==> src/rtl/pin_reuse_gpio_pkg.sv <==
// constants and carrier types of the pin reuse general i/o block
package pin_reuse_gpio_pkg;

	// ------------------------------------------------------------
	// widths
	// ------------------------------------------------------------
	localparam int ADDR_W = 8;
	localparam int DATA_W = 8;
	localparam int PIN_N  = 8;
	localparam int SEL_W  = 4;

	// ------------------------------------------------------------
	// register offsets
	// ------------------------------------------------------------
	localparam logic [ADDR_W-1:0] PIN_OUTPUT_ENABLE_OFS = 8'h44;
	localparam logic [ADDR_W-1:0] PIN_OUTPUT_VALUE_OFS  = 8'h45;
	localparam logic [ADDR_W-1:0] PIN_INPUT_VALUE_OFS   = 8'h46;

	// ------------------------------------------------------------
	// reset values
	// ------------------------------------------------------------
	localparam logic [DATA_W-1:0] PIN_OUTPUT_ENABLE_RST = 8'h00;
	localparam logic [DATA_W-1:0] PIN_OUTPUT_VALUE_RST  = 8'h00;
	localparam logic [DATA_W-1:0] PIN_INPUT_VALUE_RST   = 8'h00;
	localparam logic [DATA_W-1:0] READ_DATA_RST         = 8'h00;
	localparam logic [DATA_W-1:0] UNMAPPED_READ_VALUE   = 8'h00;

	// ------------------------------------------------------------
	// bit positions, shared by all three registers
	// ------------------------------------------------------------
	localparam int SIGNAL_INPUT_PIN_BIT       = 7;
	localparam int CLOCK_OUTPUT_PIN_BIT       = 6;
	localparam int INTERFACE_SELECT_PIN_B_BIT = 5;
	localparam int INTERFACE_SELECT_PIN_A_BIT = 4;
	localparam int TEST_CLOCK_PIN_BIT         = 3;
	localparam int TEST_MODE_PIN_BIT          = 2;
	localparam int TEST_DATA_IN_PIN_BIT       = 1;
	localparam int TEST_DATA_OUT_PIN_BIT      = 0;

	// the four test-port pins that boundary scan keeps for itself
	localparam logic [PIN_N-1:0] TEST_PORT_MASK = 8'h0f;

	// clock pin source code that leaves the pin free for i/o
	localparam logic [SEL_W-1:0] CLOCK_SEL_IO = 4'h0;

	// ------------------------------------------------------------
	// carrier types
	// ------------------------------------------------------------
	typedef struct packed {
		logic [ADDR_W-1:0] addr;
		logic [DATA_W-1:0] wdata;
		logic              wr;
		logic              rd;
	} reg_req_t;

endpackage : pin_reuse_gpio_pkg

==> src/rtl/pin_reuse_gpio.sv <==
// pin reuse general i/o: enable, value and input registers for eight pins
// Summary of operation
// - enable bits 7..0 map signal in, clock out, selects b/a, test pins.
// - clock pin enable set turns clock function off, pin becomes i/o.
// - boundary scan active makes enable bits 3..0 have no effect.
// - output value bits give the level driven on each enabled pin.
// - input register returns the level seen at each pin input.
// - clock source select zero leaves the clock pin undriven for i/o.
//
// The implementer's own choice: strobed register access.
`timescale 1ns/1ps
`default_nettype none

module pin_reuse_gpio (
	// clock and reset
	input  wire logic                                 clk_in,
	input  wire logic                                 nrst_in,
	// register port
	input  wire pin_reuse_gpio_pkg::reg_req_t         req_in,
	output logic [pin_reuse_gpio_pkg::DATA_W-1:0]     rdata_out,
	// configuration from elsewhere in the device
	input  wire logic                                 scan_active_in,
	input  wire logic [pin_reuse_gpio_pkg::SEL_W-1:0] clock_pin_source_select_in,
	input  wire logic                                 clock_source_level_in,
	// dedicated functions of the pins
	input  wire logic [pin_reuse_gpio_pkg::PIN_N-1:0] func_drive_in,
	input  wire logic [pin_reuse_gpio_pkg::PIN_N-1:0] func_level_in,
	output logic [pin_reuse_gpio_pkg::PIN_N-1:0]      func_seen_out,
	// pads
	input  wire logic [pin_reuse_gpio_pkg::PIN_N-1:0] pin_in,
	output logic [pin_reuse_gpio_pkg::PIN_N-1:0]      pin_out,
	output logic [pin_reuse_gpio_pkg::PIN_N-1:0]      pin_oe_n_out
);
	import pin_reuse_gpio_pkg::*;

	// ------------------------------------------------------------
	// storage
	// ------------------------------------------------------------
	logic [PIN_N-1:0]  enable_ff;
	logic [PIN_N-1:0]  value_ff;
	logic [PIN_N-1:0]  seen_ff;
	logic [DATA_W-1:0] rdata_ff;
	logic [PIN_N-1:0]  pin_ff;
	logic [PIN_N-1:0]  pin_oe_n_ff;

	logic [PIN_N-1:0]  eff_enable;
	logic [PIN_N-1:0]  nxt_pin;
	logic [PIN_N-1:0]  nxt_pin_oe_n;
	logic [DATA_W-1:0] nxt_rdata;

	logic wr_enable;
	logic wr_value;

	assign wr_enable = req_in.wr && (req_in.addr == PIN_OUTPUT_ENABLE_OFS);
	assign wr_value  = req_in.wr && (req_in.addr == PIN_OUTPUT_VALUE_OFS);

	// ------------------------------------------------------------
	// register writes
	// ------------------------------------------------------------
	always_ff @(posedge clk_in or negedge nrst_in) begin
		if (!nrst_in) begin
			enable_ff <= PIN_OUTPUT_ENABLE_RST;
		end else if (wr_enable) begin
			enable_ff <= req_in.wdata;
		end
	end

	always_ff @(posedge clk_in or negedge nrst_in) begin
		if (!nrst_in) begin
			value_ff <= PIN_OUTPUT_VALUE_RST;
		end else if (wr_value) begin
			value_ff <= req_in.wdata;
		end
	end

	// ------------------------------------------------------------
	// input sampling
	// ------------------------------------------------------------
	// pads are taken as synchronous; one flop keeps the read stable
	always_ff @(posedge clk_in or negedge nrst_in) begin
		if (!nrst_in) begin
			seen_ff <= PIN_INPUT_VALUE_RST;
		end else begin
			seen_ff <= pin_in;
		end
	end

	// dedicated functions always see the pad, whoever drives it
	assign func_seen_out = pin_in;

	// ------------------------------------------------------------
	// read path
	// ------------------------------------------------------------
	always_comb begin
		nxt_rdata = UNMAPPED_READ_VALUE;
		if (req_in.rd) begin
			unique case (req_in.addr)
				PIN_OUTPUT_ENABLE_OFS: nxt_rdata = enable_ff;
				PIN_OUTPUT_VALUE_OFS:  nxt_rdata = value_ff;
				PIN_INPUT_VALUE_OFS:   nxt_rdata = seen_ff;
				default:               nxt_rdata = UNMAPPED_READ_VALUE;
			endcase
		end
	end

	// read data stand for the single cycle after the strobe
	always_ff @(posedge clk_in or negedge nrst_in) begin
		if (!nrst_in) begin
			rdata_ff <= READ_DATA_RST;
		end else begin
			rdata_ff <= nxt_rdata;
		end
	end

	assign rdata_out = rdata_ff;

	// ------------------------------------------------------------
	// pin multiplexing
	// ------------------------------------------------------------
	// test-port enables are masked while boundary scan owns the pins
	assign eff_enable = scan_active_in ?
		(enable_ff & ~TEST_PORT_MASK) : enable_ff;

	always_comb begin
		nxt_pin      = func_level_in;
		nxt_pin_oe_n = ~func_drive_in;
		// clock pin: the source select decides its dedicated drive
		if (clock_pin_source_select_in == CLOCK_SEL_IO) begin
			nxt_pin[CLOCK_OUTPUT_PIN_BIT]      = 1'b0;
			nxt_pin_oe_n[CLOCK_OUTPUT_PIN_BIT] = 1'b1;
		end else begin
			nxt_pin[CLOCK_OUTPUT_PIN_BIT]      = clock_source_level_in;
			nxt_pin_oe_n[CLOCK_OUTPUT_PIN_BIT] = 1'b0;
		end
		for (int i = 0; i < PIN_N; i++) begin
			if (eff_enable[i]) begin
				// general i/o wins over any dedicated use, clock included
				nxt_pin[i]      = value_ff[i];
				nxt_pin_oe_n[i] = 1'b0;
			end
		end
	end

	// registered pads: one cycle of latency on a forwarded clock,
	// traded for glitch-free pad drive
	always_ff @(posedge clk_in or negedge nrst_in) begin
		if (!nrst_in) begin
			pin_ff      <= '0;
			pin_oe_n_ff <= '1;
		end else begin
			pin_ff      <= nxt_pin;
			pin_oe_n_ff <= nxt_pin_oe_n;
		end
	end

	assign pin_out      = pin_ff;
	assign pin_oe_n_out = pin_oe_n_ff;

	// ------------------------------------------------------------
	// checks
	// ------------------------------------------------------------
	// the releasing edge still finds the flops in reset, so checks
	// start one edge after the reset pin rises
	logic checks_armed_ff;

	always_ff @(posedge clk_in or negedge nrst_in) begin
		if (!nrst_in) begin
			checks_armed_ff <= 1'b0;
		end else begin
			checks_armed_ff <= 1'b1;
		end
	end

	logic rd_input;
	logic rd_mapped;
	assign rd_input  = req_in.rd && (req_in.addr == PIN_INPUT_VALUE_OFS);
	assign rd_mapped = (req_in.addr == PIN_OUTPUT_ENABLE_OFS) ||
		(req_in.addr == PIN_OUTPUT_VALUE_OFS) ||
		(req_in.addr == PIN_INPUT_VALUE_OFS);
endmodule : pin_reuse_gpio

`default_nettype wire

==> config.mk <==
export PLATFORM = sky130hd
export DESIGN_NAME = pin_reuse_gpio
export DESIGN_NICKNAME = d
export VERILOG_FILES = /design/src/rtl/pin_reuse_gpio_pkg.sv /design/src/rtl/pin_reuse_gpio.sv
export SDC_FILE = /design/constraint.sdc
export NUM_CORES = 1
export LEC_CHECK = 0
export BUFFER_PORTS_ARGS = -buffer_cell sky130_fd_sc_hd__buf_4
export CORE_MARGIN = 8
export CORE_UTILIZATION = 47
export DETAILED_ROUTE_END_ITERATION = 10
export PLACE_DENSITY_LB_ADDON = 0.12
export SETUP_SLACK_MARGIN = 0.3
export SLEW_MARGIN = 20
export SYNTH_ARGS = -nofsm -noshare
export SYNTH_HDL_FRONTEND = slang
export SYNTH_SLANG_ARGS = --single-unit
export TNS_END_PERCENT = 5
==> constraint.sdc <==
create_clock -name clk_in -period 1.2 [get_ports clk_in]
set_input_delay 0.18 -clock clk_in [delete_from_list [all_inputs] [get_ports clk_in]]
set_output_delay 0.18 -clock clk_in [all_outputs]
set_load 0.05 [all_outputs]
# Word-level counts from Yosys, hierarchy flattened
# Cells that the tools add are included.
dict set report totals {
  ff_bits 48
  inputBits 50
  out_inout_bits 32
  elab_cells 34
}
dict set report classes {
  n_eq_ne 3
  muxes 21
  bitwise_logic 1
  n_reduce_logical 3
}
# op count
set op_table {}
lappend op_table {{$eq 8x7->1 const B} 3}
lappend op_table {{$pmux 8 s3} 1}
lappend op_table {{$mux 1} 18}
lappend op_table {{$mux 8} 1}
lappend op_table {{$not 8->8} 1}
lappend op_table {{$logic_not 4->1} 1}
lappend op_table {{$mux 4} 1}
lappend op_table {{$logic_and 1x1->1} 2}

# Depth between registers and ports, before layout
dict set report depth {
  depth_word 3
  ltp_mapped 5
  ltp_nobuf 3
}

# Worst setup path after synthesis
# OpenSTA, ideal clock, no wires.
dict set report synth_path {
  path_type {in2reg}
  start {in req_in[15] in the netlist's numbering}
  end {reg value_ff[0]}
  setup_ns 0.125
  arrival_ns 1.688
  required_time_ns 1.075
  setup_slack_ns -0.613
  cell_stages 4
  n_path_buf 1
  path_cell_list {or4b_4 -> or4_4 -> buf_6 -> mux2_4}
}
dict set report synth_via {
  elab_chain_cells 2
}
# element line_no
set synth_lines {}
lappend synth_lines {{start, declared} pin_reuse_gpio.sv:19} ;# input wire pin_reuse_gpio_pkg::reg_req_t req_in,
lappend synth_lines {{$eq 8x7->1} pin_reuse_gpio.sv:55} ;# assign wr_value = req_in.wr && (req_in.addr == PIN_OUTPUT_VALUE_OFS);
lappend synth_lines {{$logic_and 1x1->1} pin_reuse_gpio.sv:55}
lappend synth_lines {{end signal, assigned} pin_reuse_gpio.sv:72} ;# value_ff <= req_in.wdata;
lappend synth_lines {{end, declared} pin_reuse_gpio.sv:40} ;# logic [PIN_N-1:0] value_ff;
# No other way between the ends.
# A chain may end at the register's enable or synchronous reset.

# Final worst setup path
dict set report layout_path {
  start {in req_in[15] in the netlist's numbering}
  end {reg value_ff[6]}
}
# The elaborated chain is that of the path after synthesis.

==> results.yml <==
synthesis:
  ys_seq_area_share_pct: 62.4
  yosysUniqueCellTypes: 21
  ys_top_cells_by_count: "40 x dfrtp_1, 15 x mux2_2, 12 x a21oi_1, 12 x nand2_1, 9 x mux2i_1"
  synth_top_family_by_area: "multiplexers"
  synth-compound-area-share_pct: 3.09
  syn_nets: 190
  synth_edf_count: 0
  netlist.area_leader.share_pct: 51.5
  synth_top_flop_cell: "dfrtp_1"
  ys_async_sr_fraction_pct: 100
  synthCells: 140
  synth.most_common_cell: "dfrtp_1"
  yosysWarningCount: 0
  ys_ff_latch: 48
  netlist_area_um2: 1940
  synth-simple-area-share_pct: 10.2
  yosys.area.top_type: "dfrtp_1"
  synth_area_leaders: "dfrtp_1 52%, dfstp_2 11%, mux2_2 8.7%"
  synth-xor-area-share_pct: 0
  muxShareOfSynthArea_pct: 19.5
  syn_area_per_cell_um2: 13.9
  synth_adder_area_share_pct: 0
finish:
  drive_above_1_share_pct: 59.6
  multiInputGateArea_um2: 678
  diodes: 0
  layout.nets: 289
  regArea_um2: 1210
  fillers: 275
  utilization_pct: 75.2
  layout.cells.non_filler: 290
  syn_to_final_growth_pct: 55.0
clock_tree:
  cts_buffer_depth: 2
  clockRootBuffer: "clkbuf_8"
  cts_made_buffers: 5
  cts_sinks: 48
  clkTransAtPathRegs_ns: 0.08
  clk_latency_ns: 0.30
  cts_tree: "done"
  ctsHtreeMaxLevel: 2
placement:
  numPortBuffers: 79
  place_hpwl_um: 3390
  place_ws_ns: -0.724
  place_congestion: 0.768
  dp_cells: 266
pwr:
  swShare_pct: 25.2
  p_comb_share_pct: 18.1
  p_seq_share_pct: 52.7
  powerDensity_nw_per_um2: 1100
  clkPwrFrac_pct: 29.3
  ir_drop_uv: 716
  p_switching_uw: 833
  p_total_mw: 3.30
  p_leak_nw: 1.48
  p_int_mw: 2.47
global_routing:
  antenna_found_initial: 0
  grt.total_usage_pct: 15.2
  globalRouteOverflowTotal: 0
  grt_pass1_wl_um: 7400
  grt_max_degree: 49
  grt_pass1_vias: 1549
timing:
  rsz0062_at_grt: "yes"
  setup_ws_ns: -0.391
  timing.final.crit_share_pct: 133
  tightest_slew_ns: 0.419
  post-route-min-period_ns: 1.59
  timing.fmax_mhz: 629
  slew_violations: 0
  fin_skew_ns: 0.00455
  slew_headroom_pct: 72.1
  hold_viol: 0
  finalSetupViolCount: 24
  setup_tns_ns: -6.46
routing:
  drc: 0
  vias: 1373
  via_per_inst: 4.73
  dr.pass1.iters: 4
  finalWirelength_um: 4640
  wire_per_inst_um: 16.0
  drtIter0Drc: 62
  ant_nets: 0
floorplanning:
  die_area_um2: 6440
  die_h_um: 80.3
  ios: 82
  start_util_pct: 48.5
  rows: 23
  core_area_um2: 4000
  die_w_um: 80.3
critical_path:
  worstPathRequired_ns: 1.38
  path_max_fanout: 8
  crit_path_start_kind: "primary input"
  crit_type: "in2reg"
  crit_path_end_kind: "register"
  cp.arrival_ns: 1.78
status:
  status: "finished, violations left"
  violations: "setup timing"
job:
  max-cap-violations: 0
hold_path:
  hold_path.class: "in2reg"
## stage by stage
step / hold slack, ns / area [µm²]
2_1_floorplan: -0.116 / 1940
3_3_place_gp: 0.216 / 2580
3_5_place_dp: 0.222 / 2580
4_1_cts: 0.0710 / 2990
5_1_grt: 0.0778 / 3010
6_report: 0.0766 / 3010
## worst paths after layout
check                                         startpoint                   endpoint  slack, ns  cells after the start
hold / removal             clock_pin_source_select_in[2]  pin_oe_n_out[6]$_DFF_PN1_       0.08                      3
setup reg to reg                enable_ff[7]$_DFFE_PN0P_     rdata_out[7]$_DFF_PN0_       0.21                      3
min in group asynchronous                        nrst_in     rdata_out[0]$_DFF_PN0_       0.37                      2
max in group asynchronous                        nrst_in  pin_oe_n_out[2]$_DFF_PN1_       0.50                      2
setup / recovery                              req_in[15]    value_ff[6]$_DFFE_PN0P_      -0.39                      4
hold reg to reg                 enable_ff[4]$_DFFE_PN0P_  pin_oe_n_out[4]$_DFF_PN1_       0.45                      1
## placed cells by master, fill, tap and decap left out
master and instances:
buf_4 60, dfrtp_1 40, buf_6 20, dlygate4sd3_1 16
mux2_4 13, nand2_1 12, mux2_2 10, mux2i_1 9
or2_2 8, buf_8 8, dfstp_2 8, a21oi_1 7
clkbuf_8 6, a21oi_2 5, nor2_1 5, inv_1 3
clkbuf_1 2, nor2b_1 1, or4b_4 1, or2b_2 1
or3_4 1, or4_1 1, or2b_1 1, nor4_4 1
or4_4 1
## final cells by class
cell class | count | share of cell area, %
clock buffer | 8 | 2.99
multi-input combinational | 77 | 22.5
timing repair buffer | 104 | 31.8
sequential | 48 | 40.2
tap | 50 | 2.08
inverter | 3 | 0.374
## power by group through the flow
stage | Clock, mW | Combinational (mW) | Sequential [mW]
after global placement | 0 | 0.510 | 1.76
after global routing | 1.06 | 0.635 | 1.75
after floorplan | 0 | 0.180 | 1.85
after detailed placement | 0 | 0.519 | 1.76
final | 0.967 | 0.596 | 1.74
after CTS | 0.999 | 0.598 | 1.74
## metal layers
| layer | wire length, µm | global-route usage [%] |
|---|---|---|
| met1 | 1670 | 15.5 |
| met2 | 2490 | 26.4 |
| met3 | 396 | 6.70 |
| met4 | 83 | 6.55 |
| met5 | 0 | 0 |
## cell families after synthesis
logic type / Yosys count
multiplexers: 32
AO/OA/AOI/OAI: 12
flip-flops: 48
buffers and inverters: 15
AND/OR/NAND/NOR: 33
## critical path, cell delays in order
cell and delay [ns]:
buf_6 0.09, or4b_4 0.52, or4_4 0.64, mux2_4 0.34
## state kept, by name, summed over array words and instances (netlist names)
name and count:
pin_oe_n_out 8, rdata_out 8, pin_out 8, seen_ff 8, enable_ff 8, value_ff 8
## what timing repair did
action	in CTS	in global routing
endpoints found under the setup margin	52	94
hold buffers	16	0
gates resized for setup	42	5
buffers inserted	0	0
endpoints found under the hold margin	55	0
Power figures use the tool's default switching activity.
